<file path="config.mk">
export PLATFORM = sky130hd
export DESIGN_NAME = input_fifo_ctrl
export DESIGN_NICKNAME = d
export VERILOG_FILES = /design/src/verilog/input_fifo_ctrl.v /design/src/verilog/stage_fifo.v
export VERILOG_INCLUDE_DIRS = /design/src /design/src/verilog
export SDC_FILE = /design/constraint.sdc
export NUM_CORES = 1
export LEC_CHECK = 0
export BUFFER_PORTS_ARGS = -buffer_cell sky130_fd_sc_hd__buf_2
export CORE_MARGIN = 4
export CORE_UTILIZATION = 55
export DETAILED_ROUTE_END_ITERATION = 10
export PLACE_DENSITY = 0.77
export SLEW_MARGIN = 10
export SYNTH_ARGS = -nofsm -noshare
export SYNTH_HDL_FRONTEND = slang
export SYNTH_SLANG_ARGS = --single-unit
</file>
<file path="constraint.sdc">
create_clock -name sys_clk -period 5.1 [get_ports sys_clk]
set_input_delay 0.765 -clock sys_clk [delete_from_list [all_inputs] [get_ports sys_clk]]
set_output_delay 0.765 -clock sys_clk [all_outputs]
set_load 0.01 [all_outputs]
</file>
<file path="src/verilog/fifo_ctrl_regs.vh">
// Constants for the input buffer, sync routing and sample clock control
`ifndef FIFO_CTRL_REGS_VH
`define FIFO_CTRL_REGS_VH

// ----------------------------------------------------------------
// Sizes
// ----------------------------------------------------------------
`define WORD_W 16
`define SAMPLE_W 64
`define BUF_DEPTH 8
`define PTR_W 3
`define STAGE_DEPTH 4
`define PIN_W 21

// ----------------------------------------------------------------
// Sync select bit positions (both selects)
// ----------------------------------------------------------------
`define SEL_SIF 3
`define SEL_OUTPUT_STROBE 2
`define SEL_FRAME 1
`define SEL_SYNC 0

// ----------------------------------------------------------------
// Buffer modes reported on buffer_mode_q
// ----------------------------------------------------------------
`define MODE_BYPASS 2'h0
`define MODE_DUAL 2'h1
`define MODE_SINGLE 2'h2
`define MODE_NONE 2'h3

// ----------------------------------------------------------------
// Reset values and codes
// ----------------------------------------------------------------
`define WR_PTR_INIT 3'h0
`define RD_OFFSET_INIT 3'h4
`define PRESCALE_INIT 3'h1
`define MDIV_INIT 8'h04
`define TUNE_INIT 6'h00
`define CP_SINGLE 2'h1
`define CP_DOUBLE 2'h3
`define SEL_NONE 4'h0
`endif

</file>
<file path="src/verilog/input_fifo_ctrl.v">
// Input elastic buffer, pointer sync routing and sample clock control
`timescale 1ns/100ps
`include "fifo_ctrl_regs.vh"

module input_fifo_ctrl (
    input wire sys_clk,
    input wire srst,
    input wire buffer_enable,
    input wire [3:0] wr_sync_select,
    input wire [3:0] rd_sync_select,
    input wire [2:0] read_offset,
    input wire serial_sync,
    input wire synth_enable,
    input wire synth_sleep,
    input wire [2:0] prescaler_code,
    input wire [5:0] coarse_tune,
    input wire [7:0] ref_divider,
    input wire [1:0] charge_pump_select,
    input wire input_data_clock,
    input wire conversion_clock,
    input wire frame_strobe,
    input wire sync_strobe,
    input wire output_strobe,
    input wire [15:0] in_data,
    output reg [63:0] sample_out_q,
    output reg sample_valid_q,
    output reg frame_fwd_q,
    output reg sync_fwd_q,
    output reg [1:0] buffer_mode_q,
    output reg synth_clock_q,
    output reg synth_power_q,
    output reg [5:0] vco_tune_q,
    output reg cp_on_q,
    output reg cp_double_q,
    output reg pfd_strobe_q,
    output reg word_overflow_q,
    output reg [2:0] wr_ptr_q,
    output reg [2:0] rd_ptr_q
);
    // ------------------------------------------------------------
    // Declarations
    // ------------------------------------------------------------
    reg [`PIN_W-1:0] pin_meta_q;
    reg [`PIN_W-1:0] pin_sync_q;
    reg dclk_prev_q;
    reg conv_prev_q;
    reg frame_lat_q;
    reg sync_lat_q;
    reg output_strobe_lat_q;
    reg sif_pend_q;
    reg buf_en_q;
    reg [3:0] wr_sel_q;
    reg [3:0] rd_sel_q;
    reg [2:0] offset_q;
    reg synth_en_q;
    reg sleep_q;
    reg [2:0] pre_q;
    reg [7:0] mdiv_q;
    reg [2:0] pre_cnt_q;
    reg [7:0] m_cnt_q;
    reg push_v_q;
    reg [16:0] push_d_q;
    reg [63:0] asm_q;
    reg [1:0] idx_q;
    reg asm_rst_q;
    reg [63:0] hold_q;
    reg hold_full_q;
    reg hold_rst_q;
    reg rd_pend_q;
    reg [63:0] mem [0:`BUF_DEPTH-1];
    wire [15:0] s_data;
    wire s_dclk;
    wire s_frame;
    wire s_sync;
    wire s_output_strobe;
    wire s_conv;
    wire dclk_rise;
    wire dclk_fall;
    wire frame_rise;
    wire sync_rise;
    wire wr_evt;
    wire rd_evt_wr;
    wire direct_mode;
    wire synth_mode;
    wire tick;
    wire pfd_tick;
    wire output_strobe_rise;
    wire rd_evt;
    wire dual_mode;
    wire single_mode;
    wire fifo_ready;
    wire [16:0] fifo_data;
    wire fifo_valid;
    wire pop;
    wire wr_en;
    wire [2:0] wr_addr;
    wire [2:0] rd_addr;

    // ------------------------------------------------------------
    // Pin synchronisers
    // ------------------------------------------------------------
    // Two flops on every data, clock and strobe pin from outside the clock domain, except serial_sync
    always @(posedge sys_clk) begin
        pin_meta_q <= {conversion_clock, output_strobe, sync_strobe,
            frame_strobe, input_data_clock, in_data};
        pin_sync_q <= pin_meta_q;
    end
    assign s_data = pin_sync_q[15:0];
    assign s_dclk = pin_sync_q[16];
    assign s_frame = pin_sync_q[17];
    assign s_sync = pin_sync_q[18];
    assign s_output_strobe = pin_sync_q[19];
    assign s_conv = pin_sync_q[20];

    // ------------------------------------------------------------
    // Configuration flops
    // ------------------------------------------------------------
    // Settings captured before they steer routing or clocking
    always @(posedge sys_clk) begin
        if (srst) begin
            buf_en_q <= 1'b0;
            wr_sel_q <= `SEL_NONE;
            rd_sel_q <= `SEL_NONE;
            offset_q <= `RD_OFFSET_INIT;
            synth_en_q <= 1'b0;
            sleep_q <= 1'b1;
            pre_q <= `PRESCALE_INIT;
            mdiv_q <= `MDIV_INIT;
        end else begin
            buf_en_q <= buffer_enable;
            wr_sel_q <= wr_sync_select;
            rd_sel_q <= rd_sync_select;
            offset_q <= read_offset;
            synth_en_q <= synth_enable;
            sleep_q <= synth_sleep;
            pre_q <= prescaler_code;
            mdiv_q <= ref_divider;
        end
    end

    // Mode decode from buffer enable and read select; clock mode from synth enable and sleep
    assign dual_mode = buf_en_q & rd_sel_q[`SEL_OUTPUT_STROBE] &
        ~rd_sel_q[`SEL_SIF] & ~rd_sel_q[`SEL_FRAME] & ~rd_sel_q[`SEL_SYNC];
    assign single_mode = buf_en_q & ~rd_sel_q[`SEL_OUTPUT_STROBE] &
        (rd_sel_q[`SEL_FRAME] | rd_sel_q[`SEL_SYNC]);
    assign direct_mode = ~synth_en_q & sleep_q;
    assign synth_mode = synth_en_q & ~sleep_q;

    // ------------------------------------------------------------
    // Write side: input data clock edges
    // ------------------------------------------------------------
    assign dclk_rise = s_dclk & ~dclk_prev_q;
    assign dclk_fall = ~s_dclk & dclk_prev_q;
    assign frame_rise = dclk_rise & s_frame & ~frame_lat_q;
    assign sync_rise = dclk_rise & s_sync & ~sync_lat_q;
    assign wr_evt = (frame_rise & wr_sel_q[`SEL_FRAME]) |
        (sync_rise & wr_sel_q[`SEL_SYNC]) |
        (dclk_rise & sif_pend_q & wr_sel_q[`SEL_SIF]);
    assign rd_evt_wr = buf_en_q & ~rd_sel_q[`SEL_OUTPUT_STROBE] &
        ((frame_rise & rd_sel_q[`SEL_FRAME]) |
        (sync_rise & rd_sel_q[`SEL_SYNC]) |
        (sif_pend_q & rd_sel_q[`SEL_SIF]));

    // Strobes latched only on input clock rising edges
    always @(posedge sys_clk) begin
        if (srst) begin
            dclk_prev_q <= 1'b0;
            frame_lat_q <= 1'b0;
            sync_lat_q <= 1'b0;
            sif_pend_q <= 1'b0;
            push_v_q <= 1'b0;
            push_d_q <= 17'h00000;
            word_overflow_q <= 1'b0;
        end else begin
            dclk_prev_q <= s_dclk;
            if (dclk_rise) begin
                frame_lat_q <= s_frame;
                sync_lat_q <= s_sync;
            end
            sif_pend_q <= serial_sync | (sif_pend_q & ~dclk_rise);
            push_v_q <= dclk_rise | dclk_fall;
            push_d_q <= {wr_evt, s_data};
            if (push_v_q && !fifo_ready) begin
                word_overflow_q <= 1'b1; // Sticky: source outran drain
            end
        end
    end

    // Word staging buffer between capture and sample assembly
    stage_fifo #(
        .WIDTH(17),
        .DEPTH(`STAGE_DEPTH),
        .AW(2)
    ) u_stage (
        .sys_clk(sys_clk),
        .srst(srst),
        .in_data(push_d_q),
        .in_valid(push_v_q),
        .in_ready(fifo_ready),
        .out_data(fifo_data),
        .out_valid(fifo_valid),
        .out_ready(~hold_full_q)
    );
    assign pop = fifo_valid & ~hold_full_q;

    // ------------------------------------------------------------
    // Sample assembly and hold
    // ------------------------------------------------------------
    // Four words per sample, channel A first; tagged word restarts
    always @(posedge sys_clk) begin
        if (srst) begin
            asm_q <= 64'h0000000000000000;
            idx_q <= 2'h0;
            asm_rst_q <= 1'b0;
            hold_q <= 64'h0000000000000000;
            hold_full_q <= 1'b0;
            hold_rst_q <= 1'b0;
        end else begin
            if (pop) begin
                if (fifo_data[16]) begin
                    asm_q[63:48] <= fifo_data[15:0];
                    idx_q <= 2'h1;
                    asm_rst_q <= 1'b1;
                end else if (idx_q == 2'h3) begin
                    hold_q <= {asm_q[63:16], fifo_data[15:0]};
                    hold_full_q <= 1'b1;
                    hold_rst_q <= asm_rst_q;
                    asm_rst_q <= 1'b0;
                    idx_q <= 2'h0;
                end else begin
                    asm_q[63-idx_q*16 -: 16] <= fifo_data[15:0];
                    idx_q <= idx_q + 2'h1;
                end
            end else if (hold_full_q && (buf_en_q || tick)) begin
                hold_full_q <= 1'b0;
            end
        end
    end

    // ------------------------------------------------------------
    // Sample clock: direct input or synthesizer
    // ------------------------------------------------------------
    assign tick = (direct_mode & s_conv & ~conv_prev_q) |
        (synth_mode & (({1'b0, pre_cnt_q} + 4'h1) >= {1'b0, pre_q}));
    assign pfd_tick = tick & synth_mode &
        (({1'b0, m_cnt_q} + 9'h001) >= {1'b0, mdiv_q});

    // Prescale and loop dividers count the multiplied clock
    always @(posedge sys_clk) begin
        if (srst) begin
            conv_prev_q <= 1'b0;
            pre_cnt_q <= 3'h0;
            m_cnt_q <= 8'h00;
            pfd_strobe_q <= 1'b0;
            synth_clock_q <= 1'b0;
            synth_power_q <= 1'b0;
            vco_tune_q <= `TUNE_INIT;
            cp_on_q <= 1'b0;
            cp_double_q <= 1'b0;
        end else begin
            conv_prev_q <= s_conv;
            if (!synth_mode || tick) begin
                pre_cnt_q <= 3'h0;
            end else begin
                pre_cnt_q <= pre_cnt_q + 3'h1;
            end
            if (!synth_mode || pfd_tick) begin
                m_cnt_q <= 8'h00;
            end else if (tick) begin
                m_cnt_q <= m_cnt_q + 8'h01;
            end
            pfd_strobe_q <= pfd_tick;
            synth_clock_q <= synth_mode;
            synth_power_q <= ~sleep_q;
            vco_tune_q <= coarse_tune;
            cp_on_q <= (charge_pump_select == `CP_SINGLE) |
                (charge_pump_select == `CP_DOUBLE);
            cp_double_q <= (charge_pump_select == `CP_DOUBLE);
        end
    end

    // ------------------------------------------------------------
    // Read pointer reset sources
    // ------------------------------------------------------------
    assign output_strobe_rise = tick & s_output_strobe & ~output_strobe_lat_q;
    assign rd_evt = rd_evt_wr | (dual_mode & rd_sel_q[`SEL_OUTPUT_STROBE] &
        (synth_mode ? pfd_tick : output_strobe_rise));

    // Pending read reset; a new event wins over its consumption
    always @(posedge sys_clk) begin
        if (srst) begin
            output_strobe_lat_q <= 1'b0;
            rd_pend_q <= 1'b0;
        end else begin
            if (tick) begin
                output_strobe_lat_q <= s_output_strobe;
            end
            rd_pend_q <= (rd_pend_q & ~(tick & buf_en_q)) |
                (rd_evt & buf_en_q);
        end
    end

    // ------------------------------------------------------------
    // Sample buffer, eight entries
    // ------------------------------------------------------------
    assign wr_en = buf_en_q & hold_full_q & ~pop;
    assign wr_addr = hold_rst_q ? `WR_PTR_INIT : wr_ptr_q;
    assign rd_addr = rd_pend_q ? offset_q : rd_ptr_q;

    genvar e;
    generate
        for (e = 0; e < `BUF_DEPTH; e = e + 1) begin : g_buf
            always @(posedge sys_clk) begin
                if (wr_en && wr_addr == e[2:0]) begin
                    mem[e] <= hold_q;
                end
            end
        end
    endgenerate

    // Pointers, read port and downstream strobes
    always @(posedge sys_clk) begin
        if (srst) begin
            wr_ptr_q <= `WR_PTR_INIT;
            rd_ptr_q <= `RD_OFFSET_INIT;
            sample_out_q <= 64'h0000000000000000;
            sample_valid_q <= 1'b0;
            frame_fwd_q <= 1'b0;
            sync_fwd_q <= 1'b0;
            buffer_mode_q <= `MODE_BYPASS;
        end else begin
            if (wr_en) begin
                wr_ptr_q <= wr_addr + 3'h1;
            end
            sample_valid_q <= 1'b0;
            if (tick && buf_en_q) begin
                sample_out_q <= mem[rd_addr];
                rd_ptr_q <= rd_addr + 3'h1;
                sample_valid_q <= 1'b1;
            end else if (tick && hold_full_q && !pop) begin
                sample_out_q <= hold_q;
                sample_valid_q <= 1'b1;
            end
            frame_fwd_q <= buf_en_q & frame_lat_q;
            sync_fwd_q <= buf_en_q & sync_lat_q;
            if (!buf_en_q) begin
                buffer_mode_q <= `MODE_BYPASS;
            end else if (dual_mode) begin
                buffer_mode_q <= `MODE_DUAL;
            end else if (single_mode) begin
                buffer_mode_q <= `MODE_SINGLE;
            end else begin
                buffer_mode_q <= `MODE_NONE;
            end
        end
    end
endmodule

</file>
<file path="src/verilog/stage_fifo.v">
// Small synchronous FIFO with valid/ready on both sides
`timescale 1ns/100ps
module stage_fifo #(
    parameter WIDTH = 17,
    parameter DEPTH = 4,
    parameter AW = 2
) (
    input wire sys_clk,
    input wire srst,
    input wire [WIDTH-1:0] in_data,
    input wire in_valid,
    output wire in_ready,
    output wire [WIDTH-1:0] out_data,
    output wire out_valid,
    input wire out_ready
);
    reg [WIDTH-1:0] mem [0:DEPTH-1];
    reg [AW-1:0] wp_q;
    reg [AW-1:0] rp_q;
    reg [AW:0] cnt_q;
    wire push;
    wire pop;

    // Honest full and empty from the occupancy count
    assign in_ready = (cnt_q != DEPTH[AW:0]);
    assign out_valid = (cnt_q != {(AW+1){1'b0}});
    assign out_data = mem[rp_q];
    assign push = in_valid & in_ready;
    assign pop = out_valid & out_ready;

    // Storage entries, one per index
    genvar i;
    generate
        for (i = 0; i < DEPTH; i = i + 1) begin : g_ent
            always @(posedge sys_clk) begin
                if (push && wp_q == i[AW-1:0]) begin
                    mem[i] <= in_data;
                end
            end
        end
    endgenerate

    // Pointers and count
    always @(posedge sys_clk) begin
        if (srst) begin
            wp_q <= {AW{1'b0}};
            rp_q <= {AW{1'b0}};
            cnt_q <= {(AW+1){1'b0}};
        end else begin
            if (push) begin
                wp_q <= (wp_q == DEPTH[AW-1:0] - 1'b1) ?
                    {AW{1'b0}} : wp_q + 1'b1;
            end
            if (pop) begin
                rp_q <= (rp_q == DEPTH[AW-1:0] - 1'b1) ?
                    {AW{1'b0}} : rp_q + 1'b1;
            end
            if (push && !pop) begin
                cnt_q <= cnt_q + 1'b1;
            end else if (pop && !push) begin
                cnt_q <= cnt_q - 1'b1;
            end
        end
    end
endmodule

</file>
==> results of run 1 <==
-- per-stage QoR --
stage | setup WS (ps) | hold slack (ps) | instance area (sq um) | utilization, % | power [uW]
after detailed placement | 1750 | 312 | 34900 | 58.0 | 9380
after global routing | 1500 | 208 | 37900 | 63.0 | 16300
after global placement | 1880 | 311 | 34900 | 58.0 | 9330
after CTS | 1680 | 200 | 37900 | 62.9 | 15900
after floorplan | 1060 | 310 | 33400 | - | 8940
final | 1650 | 235 | 37900 | 63.0 | 15800
-- worst paths after layout --
check,from,end,slack [ps],depth (start not counted)
worst min-delay path,in_data[9],pin_meta_q[9],230,1
worst max register to register,pre_cnt_q[0],sample_out_q[34],1650,9
worst max-delay path,pre_cnt_q[0],sample_out_q[34],1650,9
worst min register to register,pin_meta_q[6],pin_sync_q[6],330,0
-- area by class of cell --
| type | count | share of cell area [%] |
|---|---|---|
| clock buffers | 111 | 6.42 |
| inverters | 26 | 0.260 |
| clock inverters | 51 | 1.37 |
| repair buffers | 190 | 3.09 |
| well taps | 782 | 2.58 |
| flip-flops and latches | 895 | 62.5 |
| multi-input cells | 1531 | 23.8 |
-- synthesized netlist by cell type, drive strengths merged, types with 21 or more instances --
cell    instances
o211a          23
dfxtp         315
o21ai         100
a32oi          32
a211oi         53
a22oi          67
nor2b          55
ha             31
nor2          146
mux2i          21
nand2         454
nand3         140
a21oi         155
buf            69
edfxtp        580
inv            25
o211ai         40
clkbuf         96
-- kinds of logic (layout without fill, tap and decap cells) --
| logic type | after synthesis | count (layout) | share of synthesized area, % |
|---|---|---|---|
| multiplexers | 55 | 55 | 2.37 |
| adder cells (fa/ha/maj) | 32 | 32 | 1.22 |
| XOR/XNOR | 15 | 15 | 0.393 |
| flip-flops | 895 | 895 | 71.0 |
| AO/OA/AOI/OAI | 540 | 540 | 10.8 |
| AND/OR/NAND/NOR | 889 | 889 | 11.8 |
| buffers and inverters | 191 | 378 | 2.44 |
-- per-layer routing --
layer	wire length (microns)	part of all wire, %
met5	16	0.020
met4	3330	4.1
met3	7300	8.9
met2	40000	49
met1	31400	38
-- where the power goes --
part | total, uW | switching [uW] | internal [uW] | leakage [uW]
combinational | 1260 | 851 | 408 | 0.00391
clock | 6560 | 2670 | 3890 | 0.00145
sequential | 8000 | 157 | 7850 | 0.00795
-- registers in the layout, summed over array words and instances (netlist names), 4 cells and up, named ones only --
| signal | cells |
|---|---|
| asm_q | 48 |
| hold_q | 64 |
| m_cnt_q | 8 |
| mdiv_q | 8 |
| mem | 512 |
| pin_meta_q | 21 |
| pin_sync_q | 21 |
| push_d_q | 17 |
| rd_sel_q | 4 |
| sample_out_q | 64 |
| u_stage.mem | 68 |
| vco_tune_q | 6 |
==> key figures, run 1 <==
Clocking
  • Post-CTS Setup Inserts: 0
  • Max clock buf depth: 3
  • CTS Buf Count: 86
  • CTS root buf: clkbuf_16
  • Hold-fix buffers at CTS: 0
  • Clk Latency, worst-skew pair: 630 ps
  • H-tree depth: 3
  • TritonCTS clock tree: built
  • Sinks on Clock Net: 895
  • # resized after CTS: 0
  • Clock slew at reported path FFs: 70 ps

Global route
  • Vias in the first global route: 22.1k
  • Aggregate global routing overflow: 0
  • GR Util met3: 4.98%
  • Gr busiest metal: met2
  • GRT Total Usage: 25.0%
  • Largest net degree at the start of global routing: 88
  • Global-route wire length before repair: 124000 microns
  • Met1 usage: 31.9%
  • GRT met2 Usage: 42.0%
  • Initial antenna violation count: 1

STA
  • # setup viols final: 0
  • Final period util: 67.6%
  • Setup TNS: 0 ps
  • Final Hold Fails: 0
  • Min Tclk post-route: 3450 ps
  • RSZ-0062 raised after global routing: no
  • Relative slew slack: 20.8%
  • Clk_skew: 26.4 ps
  • Fin. max-slew vios: 0
  • Max frequency: 290 MHz
  • Measured slew at the worst slew-check pin: 1190 ps

Logic synthesis
  • Synth Instances: 2617
  • Sequential fraction of the synthesis area: 71.0%
  • Synth Cell Area: 0.0334 sq mm
  • Synth top area share: 52.1%
  • Post-synth EDFFs: 580
  • Synth area leader: edfxtp_1
  • YS warnings: 0
  • Largest cells by area after synthesis: edfxtp_1 52%, dfxtp_1 19%, nand2_1 5.1%, a21oi_1 2.3%, nand3_1 2.1%
  • Synthesized net count: 2706
  • Most used DFF post-synth: edfxtp_1
  • Synthesized flop and latch total: 895
  • Netlist cell types: 72
  • Mean Syn Cell Area: 12.8 sq um
  • Fraction of registers with async set/reset: 0%

Critical path
  • Crit-path max cell delay: 920 ps
  • Worst Path Arrival: 3990 ps
  • Startpoint types: register
  • Setup CP Type: register to register
  • Worst path cell trace: ha_1, xor2_1, ha_1, a31oi_1, o21a_1, a311o_2, buf_4, a22oi_1, o21ai_1
  • Worst path slowest cell: a311o_2
  • Worst path most repeated cell: ha_1
  • Crit path max-delay family: compound AO/OA/AOI/OAI gates
  • Critical Path End Type: register
  • Worst Path Required: 5640 ps
  • Largest fanout on the critical path: 28
  • Buffer and inverter count on the worst path: 1

Cells and area
  • Multi-input gate area: 0.00902 sq mm
  • Layout cells sized above 1: 14.2%
  • Area Growth Syn to Fin: 13.5%
  • Commonest non-fill, non-tap cell in the layout: edfxtp_1
  • Sequential cell area: 0.0237 sq mm
  • Fill cells: 4242
  • Final Net Count: 2819
  • Commonest non-fill, non-tap cells in the layout: 580 x edfxtp_1, 454 x nand2_1, 315 x dfxtp_1
  • ANT cells: 0
  • Final Non-Filler Cells: 3586

Placement
  • Dpl cells: 3421
  • HPWL Detailed: 45100 microns
  • Placer Congestion: 0.836
  • Port Buffers: 142

Drt
  • Vias: 21.9k
  • Drt total wl: 82000 microns
  • Initial drt markers: 2116
  • DRT Pass-1 Iters: 7
  • DR vias/cell: 6.12
  • DRT antenna net count: 0
  • DR WL/cell: 22.9 microns
  • # DRC: 0

Run
  • Maximum capacitance violations: 0

Floorplanning
  • Die span in x: 255 microns
  • Die area: 0.0648 sq mm
  • Placeable Area: 0.0602 sq mm
  • Initial core utilization: 55.5%
  • Row cnt: 90
  • Die Y: 255 microns
  • Io pins: 144

Power and ir drop
  • Max IR drop VDD: 289 uV
  • Leak: 0.0133 uW
  • Power Density: 417 mW/mm^2

Hold path
  • Hold Path Class: primary input to register

Outcome
  • Outcome: complete, no violations
No activity file was read; power rests on OpenSTA's default activity.
==> run 2, diff against run 1 <==
- PLACE_DENSITY: 0.77 -> 0.8
- clock period: 5.1 -> 3 ns (I/O delays scaled with it)
==> run 2 against run 1 <==
Core utilization up 0.66 points. Critical path depth grew 1. Global-route usage is 0.13 points higher. Critical path type unchanged. Largest power group unchanged. Highest routed layer is now met4.
==> key figures, run 2 (same netlist as run 1, synthesis figures left out) <==
Power and ir drop
  • Power Density: 687 mW/mm^2
  • Comb pwr share: 8.8%
  • Internal power: 20100 uW
  • Max IR drop VDD: 537 uV
  • Switching Power: 6210 uW
  • Sw frac: 23.6%
  • Fraction of power consumed by sequential logic: 51.5%
  • Clk pwr share: 39.8%
  • Leak: 0.0135 uW

Drt
  • Initial drt markers: 2398
  • DR WL/cell: 22.8 microns
  • Vias: 22.4k
  • # DRC: 0
  • DRT Pass-1 Iters: 5
  • DR vias/cell: 6.18
  • Drt total wl: 82900 microns
  • DRT antenna net count: 0

Clocking
  • H-tree depth: 3
  • CTS root buf: clkbuf_16
  • CTS Buf Count: 86
  • Sinks on Clock Net: 895
  • Clk Latency, worst-skew pair: 630 ps
  • Max clock buf depth: 3
  • TritonCTS clock tree: built
  • Clock slew at reported path FFs: 60 ps

Hold path
  • Hold Path Class: primary input to register

Cells and area
  • Reg with most FFs: mem
  • Final Net Count: 2866
  • Area Growth Syn to Fin: 14.7%
  • Biggest regs: mem (512), u_stage.mem (68)
  • Util after Layout: 63.6%
  • Layout cells sized above 1: 14.4%
  • Commonest non-fill, non-tap cell in the layout: edfxtp_1
  • Commonest non-fill, non-tap cells in the layout: 580 x edfxtp_1, 454 x nand2_1, 315 x dfxtp_1
  • Max reg flops: 512

Placement
  • Placer Congestion: 0.825
  • HPWL Detailed: 45400 microns
  • Worst slack, placed: 49.9 ps
  • Port Buffers: 142

Critical path
  • Worst setup path start: pre_cnt_q[0]
  • Critical Path End Type: register
  • Crit Reg-Reg Endpoint: sample_out_q[8]
  • Worst Path Arrival: 3320 ps
  • Largest fanout on the critical path: 64
  • Startpoint types: register
  • Crit path capture: sample_out_q[8]
  • R2R depth: 10
  • Minimum setup slack among reg-to-reg paths: 200 ps
  • Worst Path Required: 3520 ps
  • Setup CP Type: register to register
  • Reg-to-reg startpoint: pre_cnt_q[0]

STA
  • Max frequency: 357 MHz
  • RSZ-0062 raised after global routing: no
  • Setup WS post-layout: 201 ps
  • Min Tclk post-route: 2800 ps
  • # setup viols final: 0
  • Measured slew at the worst slew-check pin: 891 ps
  • Fin. max-slew vios: 0
  • Final Hold Fails: 0
  • Final period util: 93.3%
  • Relative slew slack: 40.6%
  • Clk_skew: 25.1 ps

Floorplanning
  • Placeable Area: 0.0602 sq mm
  • Die Y: 255 microns
  • Initial core utilization: 55.5%
  • Die area: 0.0648 sq mm
  • Row cnt: 90
  • Die span in x: 255 microns
  • Io pins: 144

Global route
  • Gr busiest metal: met2
  • Initial antenna violation count: 1
  • Global-route wire length before repair: 126000 microns
  • Aggregate global routing overflow: 0
  • Largest net degree at the start of global routing: 117
  • Met1 usage: 31.7%
  • Vias in the first global route: 22.4k
  • GRT met2 Usage: 42.8%
  • GR Util met3: 4.93%
  • GRT Total Usage: 25.1%

Outcome
  • Outcome: complete, no violations

Run
  • Maximum capacitance violations: 0
run 2: worst min path at each step:
stage | startpoint | endpoint | slack, ps | cells after the start
2_1_floorplan | pin_meta_q[0] | pin_sync_q[0] | 310 | 0
3_3_place_gp | pin_meta_q[11] | pin_sync_q[11] | 310 | 0
3_5_place_dp | pin_meta_q[11] | pin_sync_q[11] | 310 | 0
4_1_cts | charge_pump_select[1] | cp_double_q | 1 | 2
5_1_grt | ref_divider[1] | mdiv_q[1] | 40 | 2
6_report | coarse_tune[4] | vco_tune_q[4] | 40 | 2
run 2: timing repair:
item                                   CTS  global route
setup endpoints to repair                0             9
hold buffers                            24             0
setup buffers                            0             0
endpoints found under the hold margin   24             0
gates resized for setup                  0             2
run 2: per-layer routing:
metal  vias to the layer above  part of all wire [%]
met1                     11000                    37
met2                      1314                    49
li1                       9910                     -
met4                         0                   4.0
met5                         -                     0
met3                       257                    10
run 2: final cells by class:
type	instances	area, sq um
Inverter	26	98.8
Multi-Input combinational cell	1531	9020
Timing Repair Buffer	237	1770
Clock inverter	35	262
Fill cell	4133	21900
Clock buffer	127	2500
Antenna cell	1	2.50
Tap cell	782	978
Sequential cell	895	23700
run 2: per-stage QoR:
stage          std cells  cell area, sq um  hold slack (ps)  power (uW)  TNS (ps)
6_report            3634             38300             44.0       26400         0
5_1_grt             3633             38300             40.1       27100         0
4_1_cts             3633             38300             1.17       26400         0
3_5_place_dp        3447             35300              312       16000         0
3_3_place_gp        3447             35300              311       15900         0
2_1_floorplan       2617             33400              310       15200   -399320
run 2: worst max-delay path: stages, from the launching register on:
cell and delay (ps):
dfxtp_1 340, ha_1 230, xor2_1 180, ha_1 280, o21ai_0 90, o21a_1 250
buf_4 200, a211oi_4 290, buf_12 400, nand3_1 140, o21ai_0 230
run 2: power groups by stage:
stage	logic [uW]	registers [uW]	clock network, uW
floorplan	1440	13800	0
global placement	2130	13800	0
detailed placement	2210	13800	0
CTS	2260	13600	10600
global route	2460	13600	11100
finish	2310	13600	10500
